--- config.mk ---
export PLATFORM = sky130hd
export DESIGN_NAME = lbcr_top
export DESIGN_NICKNAME = d
export VERILOG_FILES = /design/src/verilog/lbcr_pkg.sv /design/src/verilog/lbcr_top.sv /design/src/verilog/lbcr_zone_sel.sv
export VERILOG_INCLUDE_DIRS = /design/src /design/src/verilog
export SDC_FILE = /design/constraint.sdc
export NUM_CORES = 1
export LEC_CHECK = 0
export BUFFER_PORTS_ARGS = -buffer_cell sky130_fd_sc_hd__buf_2
export CORE_MARGIN = 4
export CORE_UTILIZATION = 40
export DETAILED_ROUTE_END_ITERATION = 8
export HOLD_SLACK_MARGIN = 0.08
export PLACE_DENSITY = 0.68
export RECOVER_POWER = 50
export SYNTH_ARGS = -nofsm -noshare
export SYNTH_HDL_FRONTEND = slang
export SYNTH_HIERARCHICAL = 1
export SYNTH_SLANG_ARGS = --single-unit
--- constraint.sdc ---
create_clock -name CLK_IN -period 3.6 [get_ports CLK_IN]
set_clock_uncertainty 0.2 [all_clocks]
set_input_delay 0 -clock CLK_IN [delete_from_list [all_inputs] [get_ports CLK_IN]]
set_output_delay 0 -clock CLK_IN [all_outputs]
set_load 0.05 [all_outputs]
--- src/verilog/lbcr_cfg.svh ---
// Constants of the LED bank configuration register block.
// Assumes inclusion by the top module and the zone selector only.
`ifndef LBCR_CFG_SVH
`define LBCR_CFG_SVH

// ----------------------------------------
// Register offsets
// ----------------------------------------
`define LBCR_ADDR_A_FS      8'h17
`define LBCR_ADDR_B_CFG     8'h18
`define LBCR_ADDR_B_FS      8'h19
`define LBCR_ADDR_C_CFG     8'h1a
`define LBCR_ADDR_C_FS      8'h1b
`define LBCR_ADDR_FB_EN     8'h1c
`define LBCR_ADDR_BANK_EN   8'h1d
`define LBCR_ADDR_PD1       8'h20
`define LBCR_ADDR_PD2       8'h21

// ----------------------------------------
// Field positions and write masks
// ----------------------------------------
`define LBCR_CFG_HOST_BIT   0
`define LBCR_CFG_LIN_BIT    1
`define LBCR_CFG_PTR_LSB    2
`define LBCR_CFG_PTR_MSB    4
`define LBCR_MASK_CFG       8'h1f
`define LBCR_MASK_CODE5     8'h1f
`define LBCR_MASK_BITS3     8'h07

// ----------------------------------------
// Reset values
// ----------------------------------------
`define LBCR_RST_CFG        8'h11
`define LBCR_RST_FS         8'h13
`define LBCR_RST_FB_EN      8'h07
`define LBCR_RST_BANK_EN    8'h00
`define LBCR_RST_PD         8'h00

// ----------------------------------------
// Current scale, in tenths of a milliampere, and top zone index
// ----------------------------------------
`define LBCR_FS_BASE_TENTH  10'd50
`define LBCR_FS_STEP_TENTH  10'd8
`define LBCR_ZONE_TOP       3'd4

`endif

--- src/verilog/lbcr_pkg.sv ---
// Types of the LED bank configuration register block.
// Assumes the constants header is on the include path.
package lbcr_pkg;

  // ----------------------------------------
  // Bank configuration fields
  // ----------------------------------------
  typedef struct packed {
    logic [2:0] pointer;
    logic       linear;
    logic       host_ctrl;
  } lbcr_bank_cfg_type;

  // ----------------------------------------
  // Per-bank settings handed to the analog side
  // ----------------------------------------
  typedef struct packed {
    logic       enable;
    logic       host_ctrl;
    logic       linear;
    logic [2:0] target;
    logic [4:0] fs_code;
    logic [9:0] fs_tenth_ma;
  } lbcr_bank_out_type;

  // ----------------------------------------
  // Sensor pulldown settings
  // ----------------------------------------
  typedef struct packed {
    logic [4:0] code;
    logic       high_z;
  } lbcr_pulldown_type;

endpackage

--- src/verilog/lbcr_top.sv ---
// Configuration registers of a three-bank LED backlight driver.
// Assumes a serial slave on CLK_IN delivers byte writes and reads,
// and the zone result comes from the averager on the same clock.
`timescale 1ns/1ns
`include "lbcr_cfg.svh"
module lbcr_top (
  input  wire logic                        CLK_IN,
  input  wire logic                        SYS_RST_IN,
  input  wire logic                        CE_IN,
  input  wire logic                        REG_WR_IN,
  input  wire logic                        REG_RD_IN,
  input  wire logic [7:0]                  REG_ADDR_IN,
  input  wire logic [7:0]                  REG_WDATA_IN,
  input  wire logic [2:0]                  ZONE_IN,
  output logic [7:0]                       REG_RDATA_OUT,
  output logic                             REG_RVALID_OUT,
  output lbcr_pkg::lbcr_bank_out_type      BANK_A_OUT,
  output lbcr_pkg::lbcr_bank_out_type      BANK_B_OUT,
  output lbcr_pkg::lbcr_bank_out_type      BANK_C_OUT,
  output logic [2:0]                       SINK_FEEDBACK_OUT,
  output lbcr_pkg::lbcr_pulldown_type      SENSOR1_PULLDOWN_OUT,
  output lbcr_pkg::lbcr_pulldown_type      SENSOR2_PULLDOWN_OUT
);
  import lbcr_pkg::*;

  // ----------------------------------------
  // Register storage
  // ----------------------------------------
  logic [7:0]        bank_a_full_scale_current;
  lbcr_bank_cfg_type bank_b_brightness_config;
  logic [7:0]        bank_b_full_scale_current;
  lbcr_bank_cfg_type bank_c_brightness_config;
  logic [7:0]        bank_c_full_scale_current;
  logic [7:0]        sink_feedback_enable;
  logic [7:0]        bank_enable;
  logic [7:0]        sensor1_pulldown_select;
  logic [7:0]        sensor2_pulldown_select;
  logic [2:0]        target_b;
  logic [2:0]        target_c;
  logic [7:0]        next_rdata;
  logic              wr;

  assign wr = CE_IN && REG_WR_IN;

  // ----------------------------------------
  // Helpers
  // ----------------------------------------
  function automatic logic [9:0] fs_tenth(input logic [7:0] code);
    fs_tenth = `LBCR_FS_BASE_TENTH + `LBCR_FS_STEP_TENTH * {5'd0, code[4:0]};
  endfunction

  function automatic lbcr_pulldown_type pd_view(input logic [7:0] sel);
    pd_view.code   = sel[4:0];
    pd_view.high_z = (sel[4:0] == 5'h00);
  endfunction

  // ----------------------------------------
  // Bank configuration registers
  // ----------------------------------------
  always_ff @(posedge CLK_IN) begin
    if (SYS_RST_IN) begin
      bank_b_brightness_config <= lbcr_bank_cfg_type'(5'(`LBCR_RST_CFG));
      bank_c_brightness_config <= lbcr_bank_cfg_type'(5'(`LBCR_RST_CFG));
    end else if (wr) begin
      if (REG_ADDR_IN == `LBCR_ADDR_B_CFG) begin
        bank_b_brightness_config <= lbcr_bank_cfg_type'(REG_WDATA_IN[4:0]);
      end
      if (REG_ADDR_IN == `LBCR_ADDR_C_CFG) begin
        bank_c_brightness_config <= lbcr_bank_cfg_type'(REG_WDATA_IN[4:0]);
      end
    end
  end

  // ----------------------------------------
  // Full-scale current registers
  // ----------------------------------------
  always_ff @(posedge CLK_IN) begin
    if (SYS_RST_IN) begin
      bank_a_full_scale_current <= `LBCR_RST_FS;
      bank_b_full_scale_current <= `LBCR_RST_FS;
      bank_c_full_scale_current <= `LBCR_RST_FS;
    end else if (wr) begin
      if (REG_ADDR_IN == `LBCR_ADDR_A_FS) begin
        bank_a_full_scale_current <= REG_WDATA_IN & `LBCR_MASK_CODE5;
      end
      if (REG_ADDR_IN == `LBCR_ADDR_B_FS) begin
        bank_b_full_scale_current <= REG_WDATA_IN & `LBCR_MASK_CODE5;
      end
      if (REG_ADDR_IN == `LBCR_ADDR_C_FS) begin
        bank_c_full_scale_current <= REG_WDATA_IN & `LBCR_MASK_CODE5;
      end
    end
  end

  // ----------------------------------------
  // Feedback and bank enables
  // ----------------------------------------
  always_ff @(posedge CLK_IN) begin
    if (SYS_RST_IN) begin
      sink_feedback_enable <= `LBCR_RST_FB_EN;
      bank_enable          <= `LBCR_RST_BANK_EN;
    end else if (wr) begin
      if (REG_ADDR_IN == `LBCR_ADDR_FB_EN) begin
        sink_feedback_enable <= REG_WDATA_IN & `LBCR_MASK_BITS3;
      end
      if (REG_ADDR_IN == `LBCR_ADDR_BANK_EN) begin
        bank_enable <= REG_WDATA_IN & `LBCR_MASK_BITS3;
      end
    end
  end

  // ----------------------------------------
  // Sensor pulldown selects
  // ----------------------------------------
  always_ff @(posedge CLK_IN) begin
    if (SYS_RST_IN) begin
      sensor1_pulldown_select <= `LBCR_RST_PD;
      sensor2_pulldown_select <= `LBCR_RST_PD;
    end else if (wr) begin
      if (REG_ADDR_IN == `LBCR_ADDR_PD1) begin
        sensor1_pulldown_select <= REG_WDATA_IN & `LBCR_MASK_CODE5;
      end
      if (REG_ADDR_IN == `LBCR_ADDR_PD2) begin
        sensor2_pulldown_select <= REG_WDATA_IN & `LBCR_MASK_CODE5;
      end
    end
  end

  // ----------------------------------------
  // Read back, unused bits and addresses give zero
  // ----------------------------------------
  always_comb begin
    unique case (REG_ADDR_IN)
      `LBCR_ADDR_A_FS:    next_rdata = bank_a_full_scale_current;
      `LBCR_ADDR_B_CFG:   next_rdata = {3'h0, bank_b_brightness_config};
      `LBCR_ADDR_B_FS:    next_rdata = bank_b_full_scale_current;
      `LBCR_ADDR_C_CFG:   next_rdata = {3'h0, bank_c_brightness_config};
      `LBCR_ADDR_C_FS:    next_rdata = bank_c_full_scale_current;
      `LBCR_ADDR_FB_EN:   next_rdata = sink_feedback_enable;
      `LBCR_ADDR_BANK_EN: next_rdata = bank_enable;
      `LBCR_ADDR_PD1:     next_rdata = sensor1_pulldown_select;
      `LBCR_ADDR_PD2:     next_rdata = sensor2_pulldown_select;
      default:            next_rdata = 8'h00;
    endcase
  end

  always_ff @(posedge CLK_IN) begin
    if (SYS_RST_IN) begin
      REG_RDATA_OUT  <= 8'h00;
      REG_RVALID_OUT <= 1'b0;
    end else if (CE_IN) begin
      REG_RVALID_OUT <= REG_RD_IN;
      if (REG_RD_IN) begin
        REG_RDATA_OUT <= next_rdata;
      end
    end
  end

  // ----------------------------------------
  // Active target selection for banks B and C
  // ----------------------------------------
  lbcr_zone_sel u_zone_b (
    .cfg_in     (bank_b_brightness_config),
    .zone_in    (ZONE_IN),
    .target_out (target_b)
  );

  lbcr_zone_sel u_zone_c (
    .cfg_in     (bank_c_brightness_config),
    .zone_in    (ZONE_IN),
    .target_out (target_c)
  );

  // ----------------------------------------
  // Settings to the analog side
  // ----------------------------------------
  always_comb begin
    BANK_A_OUT.enable      = bank_enable[0];
    BANK_A_OUT.host_ctrl   = 1'b1;
    BANK_A_OUT.linear      = 1'b0;
    BANK_A_OUT.target      = `LBCR_ZONE_TOP;
    BANK_A_OUT.fs_code     = bank_a_full_scale_current[4:0];
    BANK_A_OUT.fs_tenth_ma = fs_tenth(bank_a_full_scale_current);
    BANK_B_OUT.enable      = bank_enable[1];
    BANK_B_OUT.host_ctrl   = bank_b_brightness_config.host_ctrl;
    BANK_B_OUT.linear      = bank_b_brightness_config.linear;
    BANK_B_OUT.target      = target_b;
    BANK_B_OUT.fs_code     = bank_b_full_scale_current[4:0];
    BANK_B_OUT.fs_tenth_ma = fs_tenth(bank_b_full_scale_current);
    BANK_C_OUT.enable      = bank_enable[2];
    BANK_C_OUT.host_ctrl   = bank_c_brightness_config.host_ctrl;
    BANK_C_OUT.linear      = bank_c_brightness_config.linear;
    BANK_C_OUT.target      = target_c;
    BANK_C_OUT.fs_code     = bank_c_full_scale_current[4:0];
    BANK_C_OUT.fs_tenth_ma = fs_tenth(bank_c_full_scale_current);
    SINK_FEEDBACK_OUT      = sink_feedback_enable[2:0];
    SENSOR1_PULLDOWN_OUT   = pd_view(sensor1_pulldown_select);
    SENSOR2_PULLDOWN_OUT   = pd_view(sensor2_pulldown_select);
  end

endmodule

--- src/verilog/lbcr_zone_sel.sv ---
// Selects the active brightness target index of one bank.
// Assumes its inputs come from flip-flops on the same clock.
`timescale 1ns/1ns
`include "lbcr_cfg.svh"
module lbcr_zone_sel (
  input  wire lbcr_pkg::lbcr_bank_cfg_type cfg_in,
  input  wire logic [2:0]                  zone_in,
  output logic [2:0]                       target_out
);
  import lbcr_pkg::*;

  // ----------------------------------------
  // Code to index, top bit set means index 4
  // ----------------------------------------
  function automatic logic [2:0] decode_idx(input logic [2:0] code);
    decode_idx = code[2] ? `LBCR_ZONE_TOP : {1'b0, code[1:0]};
  endfunction

  // ----------------------------------------
  // Pointer under host control, zone otherwise
  // ----------------------------------------
  always_comb begin
    if (cfg_in.host_ctrl) begin
      target_out = decode_idx(cfg_in.pointer);
    end else begin
      target_out = decode_idx(zone_in);
    end
  end

endmodule

# After elaboration in Yosys (flattened, before gate mapping)
# Cells that the tools add are included.
# classes
mux	6
n_reduce_logical	13
addsub	3
n_eq_ne	9
# op_table
op	count
$eq 8x5->1 const B	7
$pmux 5 s9	1
$add 6x8->9 const A	3
$reduce_and 2->1	10
$eq 8x6->1 const B	2
$mux 3	5
$logic_not 5->1	2
$logic_and 1x1->1	1
# word_totals
in_bits	24
reg_bits	50

# Longest topological paths before layout
# Gate-level depths: netlist of the first run.
# depth
ltp_word	2
mapped_depth	7

# Hierarchy
# The synthesis of the first run kept the hierarchy.
# by_module_without_submodules
mod	cells_per_inst	instances	area_per_inst_um2
lbcr_top	283	1	2623.8
lbcr_zone_sel	7	2	50.0

# Worst setup path before layout of the first run
# No wires, ideal clock.
# synth_path
kind	register to output
start	reg bank_a_full_scale_current[1]
end	out BANK_A_OUT[6] (netlist name)
path_stages_with_launch	4
t_required_ns	3.400
arrival_time_ns	2.186
n_path_buf	0
setup_slack_ns	1.214
cell_sequence	dfxtp_1 > inv_1 > ha_1 > xnor2_1
# synth_rtl
item	line	source
start, declared	lbcr_top.sv:29	logic [7:0] bank_a_full_scale_current;
start signal, assigned	lbcr_top.sv:79	bank_a_full_scale_current <= `LBCR_RST_FS;
start signal, assigned	lbcr_top.sv:84	bank_a_full_scale_current <= REG_WDATA_IN & `LBCR_MASK_CODE5;
end, declared	lbcr_top.sv:17	output lbcr_pkg::lbcr_bank_out_type BANK_A_OUT,

# Worst setup path after layout of the first run
# layout_path
start	in REG_ADDR_IN[3]
end	reg REG_RDATA_OUT[0]
# layout_between
elab_chain_cells	2
word_cells_on_any_way	10
# layout_lines
item	line	source
start, declared	lbcr_top.sv:12	input wire logic [7:0] REG_ADDR_IN,
$eq 8x6->1 or $eq 8x5->1 (tied branches)	lbcr_top.sv:133	unique case (REG_ADDR_IN)
$pmux 5 s9 *	lbcr_top.sv:133	
end signal, assigned	lbcr_top.sv:154	REG_RDATA_OUT <= next_rdata;
end, declared	lbcr_top.sv:15	output logic [7:0] REG_RDATA_OUT,
# Mark *: on every way between the ends. The rest lies on a longest branch, timed or not.
# A chain may end at the register's enable or synchronous reset.

==> results.yml, run 1 <==
setup_path:
  critical_path.cell_chain: "dlygate4sd3_1 > buf_2 > nor3b_1 > nand2_1 > o21ai_0 > nand4_1 > o21ai_0 > dlygate4sd3_1"
  timing.rr.end: "REG_RDATA_OUT[0]"
  crit_path_max_fanout: 7
  critPathBufInv: 3
  crit_slowest_cell: "dlygate4sd3_1"
  required_ns: 3.64
  path_delay_family: "buffers and inverters"
  slowest_delay_ns: 0.56
  critical_path_class: "in -> reg"
  r2r_slack_ns: 1.39
  worst_r2r_path_depth: 6
  end_kind: "flip-flop"
  cp.arrival_ns: 2.42
  r2r_start: "BANK_C_OUT[19]"
  critPathLaunchType: "primary input"
clock_tree:
  clock_sinks: 47
  clockBufferDepth: 2
  clkTransAtPathRegs_ns: 0.08
  post_cts_resized: 0
  cts_root_buf: "clkbuf_8"
  htreeDepth: 2
  cts-hold-fix-buffers: 11
  cts_tree: "yes"
  clk_latency_ns: 0.30
  cts_made_buffers: 5
  cts_setup_buffers: 0
routing:
  post_drt_wl_per_cell_um: 16.0
  wirelength_um: 7320
  detail_route.first_pass.iterations: 4
  ant_nets: 0
  first_iter_violations: 134
  vias: 2387
  via_per_inst: 5.21
  drc: 0
sta:
  rsz0062_at_grt: "false"
  slew_headroom: 0.500
  max_clock_freq_ghz: 0.421
  period_share: 0.660
  finalSetupTns_ns: 0
  fin_crit_ns: 2.38
  slew_violations: 0
  finalHoldViolations: 0
  setup_viol: 0
  worst_pin_slew_ns: 0.751
run_status:
  outcome: "finished clean"
grt:
  overflow: 0
  antenna_found_initial: 0
  grt_pass1_vias: 2287
  track_usage: 0.177
  grt_max_degree: 42
  grt_first_pass_wirelength_um: 11900
run:
  maxCapViolCount: 0
synthesis:
  ys_seq_elements: 47
  synth_warnings: 6
  synth_common_cells: "47 x dfxtp_1, 36 x nor2_1, 28 x mux2i_1, 27 x buf_4, 17 x nand2_1"
  ys_seq_area_frac: 0.345
  synthesis.area_um2: 2720
  synth.distinct_cells: 49
  synthArstFlopShare: 0
  syn_avg_cell_area_um2: 9.17
  synth_edf_count: 0
  ys_top_cells_by_area: "dfxtp_1 35%, mux2i_1 10%, buf_4 7.4%"
  yosys.area.top_type: "dfxtp_1"
  synthCells: 297
  synth_top_area_frac: 0.345
  yosysMostFrequentCell: "dfxtp_1"
  synth_ff_type: "dfxtp_1"
finish:
  fillers: 652
  synthToLayoutAreaGrowth_pct: 18.7
  fin_util: 0.498
  nNetsFinal: 407
  multi_input_area_um2: 1540
  drive_gt1_frac: 0.157
  num_antenna_cells: 0
  seq_area_um2: 941
placed_design:
  dp_hpwl_um: 5520
  io_buffer_count: 87
  gp_congestion: 0.858
worst_hold_path:
  hp-start: "REG_ADDR_IN[2]"
  hp-class: "in -> reg"
  min_to: "REG_RDATA_OUT[1]"
  hold_depth: 4
power:
  p_per_area_nw_per_um2: 342
  leakage_nw: 1.36
  ir_drop_mv: 0.190
floorplan:
  die-area_um2: 8190
  die-height_um: 90.5
  start_util: 0.419
  die_width_um: 90.5
  coreArea_um2: 6490
  ios: 111
  fp-row-count: 29
==> how the worst max path moves through the flow <==
stage                                       startpoint          endpoint  depth (start not counted)
after floorplan           bank_a_full_scale_current[1]     BANK_A_OUT[6]                          3
after global placement                  REG_ADDR_IN[0]  REG_RDATA_OUT[2]                          6
after detailed placement                REG_ADDR_IN[0]  REG_RDATA_OUT[2]                          6
after CTS                                   SYS_RST_IN  REG_RDATA_OUT[0]                          6
after global routing                    REG_ADDR_IN[3]  REG_RDATA_OUT[0]                          8
final                                   REG_ADDR_IN[3]  REG_RDATA_OUT[0]                          8
==> where the power goes <==
group / internal, W / total (W) / switching, W
sequential: 0.000520 / 0.000521 / 0.000000781
combinational: 0.0000314 / 0.000132 / 0.000101
clock: 0.000277 / 0.000453 / 0.000175
total: 0.000829 / 0.00111 / 0.000277
==> routing by layer <==
| layer | up-vias | share of wire | track usage |
|---|---|---|---|
| li1 | 1166 | - | - |
| met1 | 1128 | 0.47 | 0.251 |
| met2 | 84 | 0.47 | 0.282 |
| met3 | 9 | 0.054 | 0.0183 |
| met4 | 0 | 0.015 | 0.0548 |
| met5 | - | 0 | 0 |
==> state kept, by name, indices dropped and copies added (netlist names) <==
register	flops
REG_RDATA_OUT	5
bank_a_full_scale_current	5
bank_b_full_scale_current	5
bank_c_full_scale_current	5
sensor1_pulldown_select	5
sensor2_pulldown_select	5
bank_b_brightness_config	3
bank_c_brightness_config	3
bank_enable	3
sink_feedback_enable	3
BANK_B_OUT	2
BANK_C_OUT	2
REG_RVALID_OUT	1
==> cell type report <==
class | instances | share of cell area
multi-input cells | 214 | 0.475
flip-flops and latches | 47 | 0.291
repair buffers | 98 | 0.147
well taps | 77 | 0.0298
clock buffers | 6 | 0.0224
clock inverters | 2 | 0.0186
inverters | 14 | 0.0163
==> kinds of logic after synthesis <==
logic type / count (synthesis) / synth area share
other cells: 2 / 0.00276
xor+xnor: 6 / 0.0193
compound gates: 49 / 0.133
mux: 37 / 0.155
fa+ha+maj: 3 / 0.0138
flops: 47 / 0.345
buf+inv: 54 / 0.116
simple gates: 99 / 0.215
==> metrics by stage <==
step | area [um2] | setup WS (ns) | power, W | std cells | hold WS [ns]
2_1_floorplan | 2790 | 1.21 | 0.000645 | 315 | -0.0821
3_3_place_gp | 3060 | 1.69 | 0.000656 | 439 | 0.0783
3_5_place_dp | 3060 | 1.66 | 0.000657 | 439 | 0.113
4_1_cts | 3300 | 1.21 | 0.00112 | 458 | 0.102
5_1_grt | 3230 | 1.00 | 0.00115 | 458 | 0.140
6_report | 3230 | 1.22 | 0.00111 | 458 | 0.102
==> worst reg2reg max path, delay by kind of cell, from the launching register on <==
family,cells,cell delay [ns]
and+or+nand+nor,1,0.11
buffers and inverters,1,0.56
DFF,1,0.38
muxes,1,0.50
AOI/OAI and AO/OA,3,0.36
==> layout by cell type, fill, tap and decap left out, types with 3 or more instances in the layout <==
| master | instances |
|---|---|
| a211o_1 | 13 |
| a211oi_1 | 4 |
| a22o_1 | 3 |
| and3_2 | 3 |
| and3b_1 | 3 |
| buf_2 | 31 |
| clkbuf_1 | 57 |
| clkbuf_8 | 5 |
| conb_1 | 20 |
| dfxtp_1 | 47 |
| dlygate4sd3_1 | 11 |
| ha_1 | 3 |
| inv_1 | 14 |
| mux2_2 | 4 |
| mux2i_1 | 28 |
| mux4_2 | 3 |
| nand2_1 | 17 |
| nand3b_1 | 5 |
| nand4_1 | 3 |
| nor2_1 | 36 |
| nor2b_1 | 11 |
| o21ai_0 | 12 |
| o2bb2ai_1 | 3 |
| xnor2_1 | 6 |
(Power assumes the default switching activity.)
==> run 2: changes to the inputs <==
==> constraint.sdc (replaced) <==
create_clock -name CLK_IN -period 2.2 [get_ports CLK_IN]
set_clock_uncertainty 0.2 [all_clocks]
set_input_delay 0 -clock CLK_IN [delete_from_list [all_inputs] [get_ports CLK_IN]]
set_output_delay 0 -clock CLK_IN [all_outputs]
set_load 0.05 [all_outputs]
==> results.yml, run 2 (synthesis gave the netlist of run 1 again) <==
floorplan:
  ios: 111
  die_width_um: 90.5
  die-height_um: 90.5
  start_util: 0.419
  coreArea_um2: 6490
  die-area_um2: 8190
  fp-row-count: 29
power:
  p_total_w: 0.00164
  p_per_area_nw_per_um2: 499
  ir_drop_mv: 0.308
  leakage_nw: 1.39
grt:
  grt_pass1_vias: 2297
  grt_first_pass_wirelength_um: 12000
  antenna_found_initial: 0
  overflow: 0
  track_usage: 0.179
  grt_max_degree: 41
finish:
  drive_gt1_frac: 0.196
  synthToLayoutAreaGrowth_pct: 20.4
  nNetsFinal: 413
  layoutNonFillerInstCount: 464
  final_common_cell: "clkbuf_1"
  fillers: 665
  layout_common_cells: "49 x clkbuf_1, 47 x dfxtp_1, 38 x buf_2, 35 x nor2_1, 28 x mux2i_1"
  num_antenna_cells: 0
placed_design:
  post-place-ws_ns: 0.351
  gp_congestion: 0.893
  place_inst: 443
  io_buffer_count: 87
  dp_hpwl_um: 5550
routing:
  ant_nets: 0
  vias: 2429
  post_drt_wl_per_cell_um: 15.9
  via_per_inst: 5.23
  wirelength_um: 7370
  drc: 0
  first_iter_violations: 158
  detail_route.first_pass.iterations: 4
sta:
  setup_viol: 0
  fin_ws_ns: 0.125
  worst_pin_slew_ns: 0.611
  slew_violations: 0
  rsz0062_at_grt: "false"
  slew_headroom: 0.595
  holdWs_ns: 0.0843
  finalSetupTns_ns: 0
  period_share: 0.943
  finalHoldViolations: 0
  max_clock_freq_ghz: 0.482
  fin_crit_ns: 2.08
setup_path:
  crit_path_max_fanout: 3
  end_kind: "flip-flop"
  critPathLaunchType: "flip-flop"
  critical_path.startpoint: "sink_feedback_enable[1]"
  endpoint: "REG_RDATA_OUT[1]"
  r2r_start: "sink_feedback_enable[1]"
  timing.rr.end: "REG_RDATA_OUT[1]"
  required_ns: 2.19
  critical_path_class: "reg -> reg"
  r2r_slack_ns: 0.12
  worst_r2r_path_depth: 5
  cp.arrival_ns: 2.06
clock_tree:
  cts_root_buf: "clkbuf_8"
  cts_tree: "yes"
  cts_setup_buffers: 0
  clock_sinks: 47
  clkTransAtPathRegs_ns: 0.10
  cts_made_buffers: 5
  clockBufferDepth: 2
  htreeDepth: 2
  clk_latency_ns: 0.30
run:
  maxCapViolCount: 0
worst_hold_path:
  hp-class: "in -> reg"
run_status:
  outcome: "finished clean"
[run 2: routing by layer]
metal	up-vias	routed length, um	GRT usage
met3	5	445	0.0275
met5	-	0	0
met1	1152	3500	0.259
met4	0	40	0.0344
met2	96	3380	0.283
li1	1176	-	-
[run 2: critical path, cell delays in order, from the launching register on]
cell and delay [ns]:
dfxtp_1 0.34, mux2_2 0.27, a22o_1 0.20, a211oi_1 0.28, o21ai_0 0.11, dlygate4sd3_1 0.56
[run 2: power breakdown]
| part | switching (W) | internal [W] | total [W] |
|---|---|---|---|
| combinational | 0.000166 | 0.0000564 | 0.000222 |
| clock | 0.000304 | 0.000257 | 0.000561 |
| sequential | 0.00000130 | 0.000852 | 0.000853 |
| total | 0.000471 | 0.00117 | 0.00164 |
[run 2: worst min-delay path by stage]
stage / start / end / cells after the start
after floorplan: REG_WDATA_IN[4] / bank_b_brightness_config[4] / 1
after global placement: REG_RD_IN / REG_RVALID_OUT / 3
final: REG_WR_IN / bank_b_full_scale_current[1] / 4
after detailed placement: REG_RD_IN / REG_RVALID_OUT / 3
after CTS: REG_ADDR_IN[2] / REG_RDATA_OUT[0] / 4
after global routing: REG_WR_IN / bank_b_full_scale_current[1] / 4
[run 2: final cells by class]
| cell class | instances | area (um2) | share of cell area |
|---|---|---|---|
| sequential | 47 | 941 | 0.287 |
| tap | 77 | 96.3 | 0.0294 |
| multi-input combinational | 214 | 1560 | 0.475 |
| clock inverter | 2 | 16.3 | 0.00496 |
| inverter | 14 | 52.6 | 0.0160 |
| timing repair buffer | 104 | 534 | 0.163 |
| clock buffer | 6 | 82.6 | 0.0252 |
[run 2: metrics by stage]
stage	util	area, um2
finish	0.505	3280
global route	0.505	3280
CTS	0.515	3340
detailed placement	0.480	3120
global placement	0.480	3120
floorplan	-	2820
[run 2: repair_timing]
action / CTS / global route
hold endpoints to repair: 47 / 0
hold buffers: 13 / 0
setup endpoints to repair: 0 / 1
resized for setup: 0 / 1
